`src/include/panel_pkg.sv`:
```
// constants and types shared by the front-panel menu controller
package panel_pkg;
  localparam int unsigned CLK_HZ          = 10_000_000;
  localparam int unsigned DUAL_HOLD_MS    = 1000;
  localparam int unsigned IDLE_EXIT_S     = 60;
  localparam int unsigned FREQ_DETECT_S   = 5;
  localparam int unsigned LONG_PRESS_MS   = 500;
  localparam int unsigned DEBOUNCE_MS     = 20;
  localparam int unsigned DUAL_HOLD_CYC   = CLK_HZ / 1000 * DUAL_HOLD_MS;
  localparam int unsigned IDLE_EXIT_CYC   = CLK_HZ * IDLE_EXIT_S;
  localparam int unsigned FREQ_DETECT_CYC = CLK_HZ * FREQ_DETECT_S;
  localparam int unsigned LONG_PRESS_CYC  = CLK_HZ / 1000 * LONG_PRESS_MS;
  localparam int unsigned DEBOUNCE_CYC    = CLK_HZ / 1000 * DEBOUNCE_MS;
  localparam int unsigned ROT_UNIT_CYC    = CLK_HZ;
  localparam int unsigned DIGITS          = 3;
  localparam int unsigned BYTES           = 4;
  localparam logic [11:0] CT_PRI_RESET    = 12'h005;
  localparam logic        CT_SEC_RESET    = 1'b1;
  localparam logic [11:0] VT_PRI_RESET    = 12'h400;
  localparam logic [11:0] VT_SEC_RESET    = 12'h400;
  localparam logic [1:0]  DP_RESET        = 2'h0;
  localparam logic [1:0]  DIG_ALL         = 2'h3;
  localparam logic [3:0]  DIG_MAX         = 4'h9;

  typedef enum logic [1:0] {MODE_DISPLAY, MODE_PASSWORD, MODE_PROGRAM} mode_t;
  typedef enum logic [2:0] {
    MENU_CT, MENU_VT, MENU_PARAM, MENU_ADDR, MENU_SUBNET, MENU_GATEWAY, MENU_DYN
  } menu_t;
  typedef enum logic [2:0] {
    FLD_NONE, FLD_PRI, FLD_SEC, FLD_PADDR, FLD_PVAL, FLD_BYTE, FLD_FLAG
  } field_t;
endpackage : panel_pkg

```
`src/button_conditioner.sv`:
```
// synchroniser, debouncer and press classifier for the two buttons
`timescale 1ns/1ps
`default_nettype none
module button_conditioner
  import panel_pkg::*;
#(
  parameter int unsigned DEBOUNCE = DEBOUNCE_CYC,
  parameter int unsigned LONG     = LONG_PRESS_CYC,
  parameter int unsigned DUAL     = DUAL_HOLD_CYC
) (
  // clock and reset
  input  wire logic       clock_in,
  input  wire logic       reset_n_in,
  // raw buttons, high while pressed
  input  wire logic [1:0] button_raw_in,
  // classified events
  output logic [1:0]      short_press_out,
  output logic [1:0]      long_press_out,
  output logic            dual_hold_out,
  output logic            any_press_out
);
  initial begin
    if (DEBOUNCE < 1 || LONG <= DEBOUNCE || DUAL < 1 || DUAL >= 2**24 || LONG >= 2**24)
      $error("button_conditioner: bad thresholds");
  end

  typedef struct packed {
    logic [1:0]      meta;
    logic [1:0]      sync;
    logic [1:0]      stable;
    logic [1:0][23:0] bounce;
    logic [1:0][23:0] held;
    logic [1:0]      long_done;
    logic [23:0]     dual_cnt;
    logic            dual_done;
    logic [1:0]      short_p;
    logic [1:0]      long_p;
    logic            dual_p;
  } cond_t;

  cond_t st_ff;
  cond_t nxt_st;

  always_comb begin
    nxt_st         = st_ff;
    nxt_st.meta    = button_raw_in;
    nxt_st.sync    = st_ff.meta;
    nxt_st.short_p = 2'h0;
    nxt_st.long_p  = 2'h0;
    nxt_st.dual_p  = 1'b0;
    for (int i = 0; i < 2; i++) begin
      // debounce: accept a level that stays stable long enough
      if (st_ff.sync[i] == st_ff.stable[i]) begin
        nxt_st.bounce[i] = 24'h0;
      end else if (st_ff.bounce[i] == 24'(DEBOUNCE - 1)) begin
        nxt_st.bounce[i] = 24'h0;
        nxt_st.stable[i] = st_ff.sync[i];
      end else begin
        nxt_st.bounce[i] = st_ff.bounce[i] + 24'h1;
      end
      if (st_ff.stable[i]) begin
        if (st_ff.held[i] != 24'hFFFFFF)
          nxt_st.held[i] = st_ff.held[i] + 24'h1;
        if (st_ff.held[i] == 24'(LONG) && !st_ff.dual_done && !(&st_ff.stable)) begin
          nxt_st.long_p[i]    = 1'b1;
          nxt_st.long_done[i] = 1'b1;
        end
      end else begin
        nxt_st.held[i]      = 24'h0;
        nxt_st.long_done[i] = 1'b0;
        if (st_ff.held[i] != 24'h0 && !st_ff.long_done[i] && !st_ff.dual_done
            && !st_ff.stable[~i[0]])
          nxt_st.short_p[i] = 1'b1;
      end
    end
    // both buttons together for the dual-hold time
    if (&st_ff.stable) begin
      if (st_ff.dual_cnt == 24'(DUAL - 1) && !st_ff.dual_done) begin
        nxt_st.dual_p    = 1'b1;
        nxt_st.dual_done = 1'b1;
      end else if (!st_ff.dual_done) begin
        nxt_st.dual_cnt = st_ff.dual_cnt + 24'h1;
      end
    end else begin
      nxt_st.dual_cnt = 24'h0;
      if (~|st_ff.stable)
        nxt_st.dual_done = 1'b0;
    end
  end

  always_ff @(posedge clock_in) begin
    if (!reset_n_in)
      st_ff <= '0;
    else
      st_ff <= nxt_st;
  end

  assign short_press_out = st_ff.short_p;
  assign long_press_out  = st_ff.long_p;
  assign dual_hold_out   = st_ff.dual_p;
  assign any_press_out   = |(st_ff.stable & ~st_ff.sync) | (|(~st_ff.stable & st_ff.sync));
endmodule : button_conditioner
`default_nettype wire

```
`src/front_panel_menu_control.sv`:
```
// front-panel mode machine: display, password and programming menus
// Function
// - dual one-second hold enters programming after password
// - no stored password skips the query
// - programming indicator shown while programming
// - button two advances menus in fixed order
// - leave programming on idle timeout or dual-hold
// - display mode steps indications, three quantities each
// - rotation steps indications at set interval
// - values limited to three significant digits
// - current ratio resets to five over five
// - secondary current only one or five amperes
// - password starts zero, first digit flashing, must match
// - confirming transformer menu flashes first primary digit
// - button two edits digit, shifts point when all
// - parameter list edits address then value
// - profiles and clock not editable from buttons
// - one common ratio per phase group
// - accuracy flag held low first five seconds
// - short press steps forward, long press back
// - edits applied only on leaving programming; parameter values written on confirm
//
// The register offsets and strobed register access were chosen for this implementation.
`timescale 1ns/1ps
`default_nettype none
module front_panel_menu_control
  import panel_pkg::*;
#(
  parameter int unsigned IDLE_CYC   = IDLE_EXIT_CYC,
  parameter int unsigned FREQ_CYC   = FREQ_DETECT_CYC,
  parameter int unsigned ROT_UNIT   = ROT_UNIT_CYC,
  parameter int unsigned DUAL_CYC   = DUAL_HOLD_CYC,
  parameter int unsigned LONG_CYC   = LONG_PRESS_CYC,
  parameter int unsigned BOUNCE_CYC = DEBOUNCE_CYC,
  parameter int unsigned IND_COUNT  = 8
) (
  // clock and reset
  input  wire logic        clock_in,
  input  wire logic        reset_n_in,
  // front-panel buttons, high while pressed
  input  wire logic [1:0]  button_raw_in,
  // stored settings from the rest of the device
  input  wire logic        password_set_in,
  input  wire logic [11:0] password_code_in,
  input  wire logic        rotation_enable_in,
  input  wire logic [7:0]  rotation_time_in,
  // parameter list access
  output logic [11:0]      param_addr_out,
  input  wire logic [11:0] param_rdata_in,
  output logic [11:0]      param_wdata_out,
  output logic             param_write_out,
  // display state
  output logic             programming_indicator_out,
  output logic             password_query_out,
  output logic [2:0]       menu_out,
  output logic [2:0]       field_out,
  output logic [1:0]       digit_sel_out,
  output logic [11:0]      edit_value_out,
  output logic [1:0]       decimal_point_out,
  output logic [7:0]       indication_out,
  // applied settings
  output logic [11:0]      ct_primary_out,
  output logic [1:0]       ct_primary_dp_out,
  output logic             ct_secondary_5a_out,
  output logic [11:0]      vt_primary_out,
  output logic [11:0]      vt_secondary_out,
  output logic [3:0][7:0]  ip_addr_out,
  output logic [3:0][7:0]  subnet_out,
  output logic [3:0][7:0]  gateway_out,
  output logic             dyn_ip_out,
  output logic             settings_apply_out,
  output logic             accuracy_valid_out
);
  initial begin
    if (IDLE_CYC < 1 || IDLE_CYC >= 2**30 || FREQ_CYC < 1 || FREQ_CYC >= 2**30
        || ROT_UNIT < 1 || ROT_UNIT >= 2**30 || IND_COUNT < 2 || IND_COUNT > 256)
      $error("front_panel_menu_control: bad parameters");
  end

  typedef struct packed {
    logic [11:0]     pri;
    logic [1:0]      dp;
    logic [11:0]     sec;
    logic            sec5;
  } ratio_t;

  typedef struct packed {
    mode_t           mode;
    menu_t           menu;
    field_t          field;
    logic [1:0]      dig;
    logic [1:0]      byte_idx;
    logic [11:0]     pw;
    logic [11:0]     paddr;
    logic [11:0]     pval;
    logic            pwrite;
    ratio_t          ct_e;
    ratio_t          vt_e;
    logic [3:0][7:0] ip_e;
    logic [3:0][7:0] sn_e;
    logic [3:0][7:0] gw_e;
    logic            dyn_e;
    ratio_t          ct;
    ratio_t          vt;
    logic [3:0][7:0] ip;
    logic [3:0][7:0] sn;
    logic [3:0][7:0] gw;
    logic            dyn;
    logic            apply;
    logic [29:0]     idle;
    logic [29:0]     freq;
    logic            valid;
    logic [29:0]     rot_unit;
    logic [7:0]      rot_cnt;
    logic [7:0]      ind;
  } state_t;

  state_t st_ff;
  state_t nxt_st;

  logic [1:0] short_p;
  logic [1:0] long_p;
  logic       dual_p;
  logic       any_p;

  button_conditioner #(
    .DEBOUNCE (BOUNCE_CYC),
    .LONG     (LONG_CYC),
    .DUAL     (DUAL_CYC)
  ) u_buttons (
    .clock_in        (clock_in),
    .reset_n_in      (reset_n_in),
    .button_raw_in   (button_raw_in),
    .short_press_out (short_p),
    .long_press_out  (long_p),
    .dual_hold_out   (dual_p),
    .any_press_out   (any_p)
  );

  // step one bcd digit of a three-digit value forward or back
  function automatic logic [11:0] step_digit(input logic [11:0] v, input logic [1:0] d,
                                             input logic up);
    logic [3:0]  n;
    logic [11:0] r;
    r = v;
    n = v[4*(2-d) +: 4];
    if (up)
      n = (n >= DIG_MAX) ? 4'h0 : n + 4'h1;
    else
      n = (n == 4'h0) ? DIG_MAX : n - 4'h1;
    r[4*(2-d) +: 4] = n;
    return r;
  endfunction : step_digit

  // digit index wraps over the three digits plus the whole-number slot
  function automatic logic [1:0] next_dig(input logic [1:0] d, input logic with_all);
    if (d == 2'h2)
      return with_all ? DIG_ALL : 2'h0;
    else if (d == DIG_ALL)
      return 2'h0;
    else
      return d + 2'h1;
  endfunction : next_dig

  // step a byte by one
  function automatic logic [7:0] step_byte(input logic [7:0] b, input logic up);
    return up ? b + 8'h01 : b - 8'h01;
  endfunction : step_byte

  logic b1;
  logic b2;
  logic up2;
  assign b1  = short_p[0] | long_p[0];
  assign b2  = short_p[1] | long_p[1];
  assign up2 = short_p[1];

  always_comb begin
    nxt_st        = st_ff;
    nxt_st.pwrite = 1'b0;
    nxt_st.apply  = 1'b0;
    // accuracy not guaranteed until frequency detection settles
    if (!st_ff.valid) begin
      if (st_ff.freq == 30'(FREQ_CYC - 1))
        nxt_st.valid = 1'b1;
      else
        nxt_st.freq = st_ff.freq + 30'h1;
    end
    unique case (st_ff.mode)
      MODE_DISPLAY: begin
        // step indications; each holds up to three quantities downstream
        if (short_p[0] | short_p[1])
          nxt_st.ind = (st_ff.ind == 8'(IND_COUNT - 1)) ? 8'h00 : st_ff.ind + 8'h01;
        else if (long_p[0] | long_p[1])
          nxt_st.ind = (st_ff.ind == 8'h00) ? 8'(IND_COUNT - 1) : st_ff.ind - 8'h01;
        // rotation through indications
        if (rotation_enable_in && !any_p) begin
          if (st_ff.rot_unit == 30'(ROT_UNIT - 1)) begin
            nxt_st.rot_unit = 30'h0;
            if (st_ff.rot_cnt + 8'h01 >= rotation_time_in) begin
              nxt_st.rot_cnt = 8'h00;
              nxt_st.ind = (st_ff.ind == 8'(IND_COUNT - 1)) ? 8'h00 : st_ff.ind + 8'h01;
            end else begin
              nxt_st.rot_cnt = st_ff.rot_cnt + 8'h01;
            end
          end else begin
            nxt_st.rot_unit = st_ff.rot_unit + 30'h1;
          end
        end else begin
          nxt_st.rot_unit = 30'h0;
          nxt_st.rot_cnt  = 8'h00;
        end
        if (dual_p) begin
          // edit copies start from the applied values
          nxt_st.ct_e  = st_ff.ct;
          nxt_st.vt_e  = st_ff.vt;
          nxt_st.ip_e  = st_ff.ip;
          nxt_st.sn_e  = st_ff.sn;
          nxt_st.gw_e  = st_ff.gw;
          nxt_st.dyn_e = st_ff.dyn;
          nxt_st.menu  = MENU_CT;
          nxt_st.field = FLD_NONE;
          nxt_st.idle  = 30'h0;
          nxt_st.dig   = 2'h0;
          nxt_st.pw    = 12'h000;
          nxt_st.mode  = password_set_in ? MODE_PASSWORD : MODE_PROGRAM;
        end
      end
      MODE_PASSWORD: begin
        if (any_p)
          nxt_st.idle = 30'h0;
        else if (st_ff.idle != 30'(IDLE_CYC - 1))
          nxt_st.idle = st_ff.idle + 30'h1;
        if (dual_p || st_ff.idle == 30'(IDLE_CYC - 1)) begin
          nxt_st.mode = MODE_DISPLAY;
        end else if (b2) begin
          nxt_st.pw = step_digit(st_ff.pw, st_ff.dig, up2);
        end else if (b1) begin
          if (st_ff.dig == 2'h2) begin
            nxt_st.dig = 2'h0;
            if (st_ff.pw == password_code_in)
              nxt_st.mode = MODE_PROGRAM;
            else
              nxt_st.pw = 12'h000;
          end else begin
            nxt_st.dig = st_ff.dig + 2'h1;
          end
        end
      end
      MODE_PROGRAM: begin
        if (any_p)
          nxt_st.idle = 30'h0;
        else if (st_ff.idle != 30'(IDLE_CYC - 1))
          nxt_st.idle = st_ff.idle + 30'h1;
        if (dual_p || st_ff.idle == 30'(IDLE_CYC - 1)) begin
          // commit edit copies only on exit
          nxt_st.mode  = MODE_DISPLAY;
          nxt_st.field = FLD_NONE;
          nxt_st.ct    = st_ff.ct_e;
          nxt_st.vt    = st_ff.vt_e;
          nxt_st.ip    = st_ff.ip_e;
          nxt_st.sn    = st_ff.sn_e;
          nxt_st.gw    = st_ff.gw_e;
          nxt_st.dyn   = st_ff.dyn_e;
          nxt_st.apply = 1'b1;
        end else if (st_ff.field == FLD_NONE) begin
          if (b2) begin
            // menu order; profiles and clock are never offered
            if (up2)
              nxt_st.menu = (st_ff.menu == MENU_DYN) ? MENU_CT : menu_t'(st_ff.menu + 3'h1);
            else
              nxt_st.menu = (st_ff.menu == MENU_CT) ? MENU_DYN : menu_t'(st_ff.menu - 3'h1);
          end else if (b1) begin
            nxt_st.dig      = 2'h0;
            nxt_st.byte_idx = 2'h0;
            unique case (st_ff.menu)
              MENU_CT, MENU_VT: nxt_st.field = FLD_PRI;
              MENU_PARAM: begin
                nxt_st.field = FLD_PADDR;
                nxt_st.pval  = param_rdata_in;
              end
              MENU_DYN: nxt_st.field = FLD_FLAG;
              default: nxt_st.field = FLD_BYTE;
            endcase
          end
        end else begin
          unique case (st_ff.field)
            FLD_PRI: begin
              // one ratio for the phase group; three digits only
              if (b2) begin
                if (st_ff.dig == DIG_ALL) begin
                  if (st_ff.menu == MENU_CT)
                    nxt_st.ct_e.dp = st_ff.ct_e.dp + 2'h1;
                  else
                    nxt_st.vt_e.dp = st_ff.vt_e.dp + 2'h1;
                end else if (st_ff.menu == MENU_CT) begin
                  nxt_st.ct_e.pri = step_digit(st_ff.ct_e.pri, st_ff.dig, up2);
                end else begin
                  nxt_st.vt_e.pri = step_digit(st_ff.vt_e.pri, st_ff.dig, up2);
                end
              end else if (b1) begin
                if (st_ff.dig == DIG_ALL) begin
                  nxt_st.field = FLD_SEC;
                  nxt_st.dig   = 2'h0;
                end else begin
                  nxt_st.dig = next_dig(st_ff.dig, 1'b1);
                end
              end
            end
            FLD_SEC: begin
              if (b2) begin
                if (st_ff.menu == MENU_CT)
                  nxt_st.ct_e.sec5 = ~st_ff.ct_e.sec5;
                else
                  nxt_st.vt_e.sec = step_digit(st_ff.vt_e.sec, st_ff.dig, up2);
              end else if (b1) begin
                if (st_ff.menu == MENU_CT || st_ff.dig == 2'h2)
                  nxt_st.field = FLD_NONE;
                else
                  nxt_st.dig = st_ff.dig + 2'h1;
              end
            end
            FLD_PADDR: begin
              if (b2) begin
                nxt_st.paddr = step_digit(st_ff.paddr, st_ff.dig, up2);
              end else if (b1) begin
                if (st_ff.dig == 2'h2) begin
                  nxt_st.field = FLD_PVAL;
                  nxt_st.dig   = 2'h0;
                  nxt_st.pval  = param_rdata_in;
                end else begin
                  nxt_st.dig = st_ff.dig + 2'h1;
                end
              end
            end
            FLD_PVAL: begin
              if (b2) begin
                nxt_st.pval = step_digit(st_ff.pval, st_ff.dig, up2);
              end else if (b1) begin
                if (st_ff.dig == 2'h2) begin
                  nxt_st.field  = FLD_NONE;
                  nxt_st.dig    = 2'h0;
                  nxt_st.pwrite = 1'b1;
                end else begin
                  nxt_st.dig = st_ff.dig + 2'h1;
                end
              end
            end
            FLD_BYTE: begin
              if (b2) begin
                unique case (st_ff.menu)
                  MENU_ADDR:
                    nxt_st.ip_e[st_ff.byte_idx] = step_byte(st_ff.ip_e[st_ff.byte_idx], up2);
                  MENU_SUBNET:
                    nxt_st.sn_e[st_ff.byte_idx] = step_byte(st_ff.sn_e[st_ff.byte_idx], up2);
                  default:
                    nxt_st.gw_e[st_ff.byte_idx] = step_byte(st_ff.gw_e[st_ff.byte_idx], up2);
                endcase
              end else if (b1) begin
                if (st_ff.byte_idx == 2'(BYTES - 1))
                  nxt_st.field = FLD_NONE;
                else
                  nxt_st.byte_idx = st_ff.byte_idx + 2'h1;
              end
            end
            FLD_FLAG: begin
              if (b2)
                nxt_st.dyn_e = ~st_ff.dyn_e;
              else if (b1)
                nxt_st.field = FLD_NONE;
            end
            default: nxt_st.field = FLD_NONE;
          endcase
        end
      end
      default: nxt_st.mode = MODE_DISPLAY;
    endcase
  end

  always_ff @(posedge clock_in) begin
    if (!reset_n_in) begin
      st_ff          <= '0;
      st_ff.ct.pri   <= CT_PRI_RESET;
      st_ff.ct.sec5  <= CT_SEC_RESET;
      st_ff.ct.dp    <= DP_RESET;
      st_ff.vt.pri   <= VT_PRI_RESET;
      st_ff.vt.sec   <= VT_SEC_RESET;
      st_ff.dyn      <= 1'b1;
    end else begin
      st_ff <= nxt_st;
    end
  end

  assign param_addr_out            = st_ff.paddr;
  assign param_wdata_out           = st_ff.pval;
  assign param_write_out           = st_ff.pwrite;
  assign programming_indicator_out = (st_ff.mode == MODE_PROGRAM);
  assign password_query_out        = (st_ff.mode == MODE_PASSWORD);
  assign menu_out                  = st_ff.menu;
  assign field_out                 = st_ff.field;
  assign digit_sel_out             = (st_ff.field == FLD_BYTE) ? st_ff.byte_idx : st_ff.dig;
  assign edit_value_out            = (st_ff.mode == MODE_PASSWORD) ? st_ff.pw : st_ff.pval;
  assign decimal_point_out         = (st_ff.menu == MENU_VT) ? st_ff.vt_e.dp : st_ff.ct_e.dp;
  assign indication_out            = st_ff.ind;
  assign ct_primary_out            = st_ff.ct.pri;
  assign ct_primary_dp_out         = st_ff.ct.dp;
  assign ct_secondary_5a_out       = st_ff.ct.sec5;
  assign vt_primary_out            = st_ff.vt.pri;
  assign vt_secondary_out          = st_ff.vt.sec;
  assign ip_addr_out               = st_ff.ip;
  assign subnet_out                = st_ff.sn;
  assign gateway_out               = st_ff.gw;
  assign dyn_ip_out                = st_ff.dyn;
  assign settings_apply_out        = st_ff.apply;
  assign accuracy_valid_out        = st_ff.valid;
endmodule : front_panel_menu_control
`default_nettype wire

```
`config.mk`:
```
export PLATFORM = sky130hd
export DESIGN_NAME = front_panel_menu_control
export DESIGN_NICKNAME = d
export VERILOG_FILES = /design/src/include/panel_pkg.sv /design/src/button_conditioner.sv /design/src/front_panel_menu_control.sv
export SDC_FILE = /design/constraint.sdc
export NUM_CORES = 2
export LEC_CHECK = 0
export BUFFER_PORTS_ARGS = -buffer_cell sky130_fd_sc_hd__buf_2
export CORE_MARGIN = 2
export CORE_UTILIZATION = 60
export DETAILED_ROUTE_END_ITERATION = 12
export GPL_ROUTABILITY_DRIVEN = 0
export PLACE_DENSITY_LB_ADDON = 0.12
export SETUP_SLACK_MARGIN = 0.15
export SYNTH_ARGS = -nofsm -noshare
export SYNTH_HDL_FRONTEND = slang
export SYNTH_HIERARCHICAL = 1
export SYNTH_SLANG_ARGS = --single-unit
export TNS_END_PERCENT = 50
```
`constraint.sdc`:
```
create_clock -name clock_in -period 7.8 [get_ports clock_in]
set_clock_uncertainty 0.15 [all_clocks]
set_input_delay 1.17 -clock clock_in [delete_from_list [all_inputs] [get_ports clock_in]]
set_output_delay 1.17 -clock clock_in [all_outputs]
set_load 0.005 [all_outputs]
```
==> metrics.log <==
INFO  metric crit_path_end_kind = register
INFO  metric cts_tree = built
INFO  metric mean_post_synth_cell_area = slightly above 8 um2
INFO  metric fin_worst_hold_slack = around 0.27 ns
INFO  metric path_clk_slew = 0.07 ns
INFO  metric netlist_area = 30,450 um2
INFO  metric first_global_vias = approximately 26,000
INFO  metric track_usage = between 30% and 40%
INFO  metric post-route-min-period = between 4 and 5 ns
INFO  metric cp_cell_sequence = inv_1 -> ha_2 -> buf_4 -> and2_1 -> o2bb2ai_1 -> nand2_1 -> ha_1 -> nor2b_1 -> o2111a_1 -> a221oi_1 -> o21ai_0 -> o211a_1
INFO  metric synth_enable_flop_cells = 0
INFO  metric flop_and_latch_count_out_of_synthesis = around 570
INFO  metric floorplan.die_area = about 53,000 um2
INFO  metric synth-warning-count = 6
INFO  metric status = finished clean
INFO  metric timing.critical_path.max_delay_family = compound AO/OA/AOI/OAI gates
INFO  metric post_synth_xor_area_fraction = 5.580%
INFO  metric final_nets = ~3,800
INFO  metric detailed_place_hpwl = between 50 and 60 mm
INFO  metric maxClockFrequency = 230.6 MHz
INFO  metric first_pass_grt_wire_length = around 130 mm
INFO  metric slack_of_the_critical_path = around 3.5 ns
INFO  metric fillers = 4,291
INFO  metric critPathBufInv = 2
INFO  metric synthFlopType = sky130_fd_sc_hd__dfxtp_1
INFO  metric die_x = around 230 um
INFO  metric ctsHtreeMaxLevel = 2
INFO  metric die_height = around 230 um
INFO  metric timing.setup.tns = 0 ns
INFO  metric floorplan.core_area = roughly 50,000 um2
INFO  metric path_depth = 12
INFO  metric cp-start-kind = register
INFO  metric synthDistinctLibCells = 85
INFO  metric clkLatencyLatePin = around 0.63 ns
INFO  metric max_incr_delay_on_cp = 0.54 ns
INFO  metric cts_repair_resize_count = 0
INFO  metric largest_family_of_logic_cells_by_synthesized_area = simple AND/OR/NAND/NOR gates
INFO  metric hold_viol = 0
INFO  metric postCtsHoldBufs = 0
INFO  metric detailed_route_drc_error_count = 0
INFO  metric regToRegEndpoint = st_ff[363]
INFO  metric i_o_pins = around 230
INFO  metric synth_compound_gate_area_share = about a fifth
INFO  metric worst_ir_drop_vdd = 0.1797 mV
INFO  metric post-synth-top-count-cell = sky130_fd_sc_hd__dfxtp_1
INFO  metric timing.critical_path.fanout_max = 30
INFO  metric avgRoutedWirePerCell = around 19 um
INFO  metric timing.hold.worst.class = register to register
INFO  metric yosysTopAreaCellShare = approximately 37%
INFO  metric clock_sink_count = around 570
INFO  metric placedCellCount = between 4,000 and 5,000
INFO  metric slew_violations = 0
INFO  metric route.antenna.remaining_nets = 0
INFO  metric powerDensity = 213.8 nW/um2
INFO  metric synth.top_cells.by_area = sky130_fd_sc_hd__dfxtp_1 37%, sky130_fd_sc_hd__nand2_1 5.8%, sky130_fd_sc_hd__a21oi_1 5.2%
INFO  metric post_cts.repair.setup_buffers = 0
INFO  metric critical_path.reg2reg.startpoint = st_ff[449]
INFO  metric yosys.area_share.simple = a little over a fifth
INFO  metric reg2reg_slack = between 3 and 4 ns
INFO  metric num_rows = 82
INFO  metric postSynthCellCount = ~3,800
INFO  metric number_of_detailed_routing_iterations_run_before_antenna_repair = 7
INFO  metric final.period_utilization = between 50 and 60%
INFO  metric pin_count_of_the_biggest_net_entering_global_routing = between 100 and 150
INFO  metric cp_slowest_cell = sky130_fd_sc_hd__ha_2
INFO  metric power.static_leakage = roughly 12 nW
INFO  metric route.vias.total = around 27,000
INFO  metric slew-limit-headroom = between 10% and 20%
INFO  metric synth.area.mux_share = between 3 and 4%
INFO  metric cts_max_path_buffers = 3
INFO  metric clockRootBuffer = sky130_fd_sc_hd__clkbuf_16
INFO  metric worst-setup-path-type = register to register
INFO  metric grt.overflow.total = 0
INFO  metric tightest_slew = between 1 and 1.5 ns
INFO  metric syn-num-nets = 3,887
INFO  metric final-setup-viol-count = 0
INFO  metric asyncSetResetFlopFracSynth = 0%
INFO  metric placement.io_buffers = roughly 230
INFO  metric reg2reg_depth = 12
INFO  metric critPathCapture = st_ff[363]
INFO  metric floorplan.initialDensity = between 60% and 70%
INFO  metric drive_above_1_share = 12.10%
INFO  metric viasPerCell = 6.217
INFO  metric crit_arrival = 4.71 ns
INFO  metric placement.cell_area = roughly 31,000 um2
INFO  metric totalWireLength = about 83 mm
INFO  metric rsz0062_at_grt = no
INFO  metric adder_cell_share_of_the_synthesized_area = about 3.7%
INFO  metric drtIter0Drc = approximately 2,300
INFO  metric maxCapViolations = 0
INFO  metric initial_antenna_violation_count = 2
INFO  metric cts-buffers-inserted = between 50 and 60
INFO  metric post-route-cell-area = approximately 33,000 um2
INFO  metric pre_cts_ws = 3.572 ns
INFO  metric flow.area_growth_from_synthesis = 7.063%
INFO  metric startpoint = st_ff[449]
INFO  metric synth_commonest_cells = 567 x sky130_fd_sc_hd__dfxtp_1, 474 x sky130_fd_sc_hd__nand2_1, 374 x sky130_fd_sc_hd__nor2_1
INFO  metric critical_path_required_time = just over 8 ns
INFO  metric synth_largest_area_cell = sky130_fd_sc_hd__dfxtp_1
INFO  metric synth.yosys.seq_area_share = a little under two fifths
INFO  metric instances_no_fill = 4,409
-- through the flow --
stage | power [mW] | util (%)
after floorplan | 3.782 | -
after global placement | 3.975 | 60.84
after detailed placement | 4.016 | 60.84
after CTS | 6.990 | 64.97
after global routing | 7.218 | 64.98
final | 6.969 | 64.98
-- cell families after synthesis --
group,after synthesis
AND/OR/NAND/NOR,1392
AO/OA/AOI/OAI,926
flip-flops,567
buffers and inverters,509
XOR/XNOR,194
adder cells (fa/ha/maj),88
multiplexers,85
-- layout make-up --
type | count | area, um2 | share of cell area [%]
Multi-Input combinational cell | 2685 | 16530 | 50.72
Inverter | 116 | 442.9 | 1.359
Timing Repair Buffer | 257 | 1351 | 4.145
Clock inverter | 35 | 415.4 | 1.274
Sequential cell | 567 | 11350 | 34.83
Tap cell | 672 | 840.8 | 2.579
Antenna cell | 3 | 7.507 | 0.02303
Clock buffer | 74 | 1654 | 5.074
-- worst min path at each step --
| stage | start | to | cells after the start |
|---|---|---|---|
| final | u_buttons/st_ff[31] | u_buttons/short_press_out[1] | 1 |
| after global routing | u_buttons/st_ff[31] | u_buttons/short_press_out[1] | 1 |
| after CTS | u_buttons/st_ff[31] | u_buttons/short_press_out[1] | 1 |
| after detailed placement | u_buttons/st_ff[31] | u_buttons/short_press_out[1] | 1 |
| after global placement | u_buttons/st_ff[31] | u_buttons/short_press_out[1] | 1 |
| after floorplan | u_buttons/st_ff[30] | u_buttons/short_press_out[0] | 1 |
-- power by group --
part / internal, mW / switching [mW] / leakage, nW
Sequential: 3.01 / 0.0944 / 4.57
Combinational: 0.309 / 0.570 / 6.19
Clock: 1.77 / 1.22 / 1.02
Total: 5.08 / 1.89 / 11.8
-- layout by cell type (no fill, tap or decap), types with 46 or more instances in the layout --
master,n
sky130_fd_sc_hd__buf_2,231
sky130_fd_sc_hd__dfxtp_1,564
sky130_fd_sc_hd__o21ai_0,162
sky130_fd_sc_hd__mux2i_1,46
sky130_fd_sc_hd__xor2_1,78
sky130_fd_sc_hd__nor2_1,372
sky130_fd_sc_hd__xnor2_1,116
sky130_fd_sc_hd__a211oi_1,88
sky130_fd_sc_hd__ha_1,84
sky130_fd_sc_hd__nand3_1,135
sky130_fd_sc_hd__clkbuf_16,60
sky130_fd_sc_hd__a22oi_1,84
sky130_fd_sc_hd__nand2_1,473
sky130_fd_sc_hd__nand4_1,89
sky130_fd_sc_hd__inv_1,113
sky130_fd_sc_hd__a21oi_1,319
sky130_fd_sc_hd__nor3_1,49
sky130_fd_sc_hd__and3_1,46
-- state kept, by name, summed over array words and instances (netlist names), 3 cells and up --
register,cells
param_addr_out,12
subnet_out,32
indication_out,8
menu_out,3
vt_primary_out,12
param_wdata_out,12
field_out,3
st_ff,256
vt_secondary_out,12
ct_primary_out,12
gateway_out,32
ip_addr_out,32
u_buttons/st_ff,127
-- layer usage --
layer	GRT usage [%]	wire length, um
met3	4.818	6132
met4	13.39	2896
met1	40.00	35450
met5	0	0
met2	49.83	38640
No activity file was read; power rests on OpenSTA's default activity.
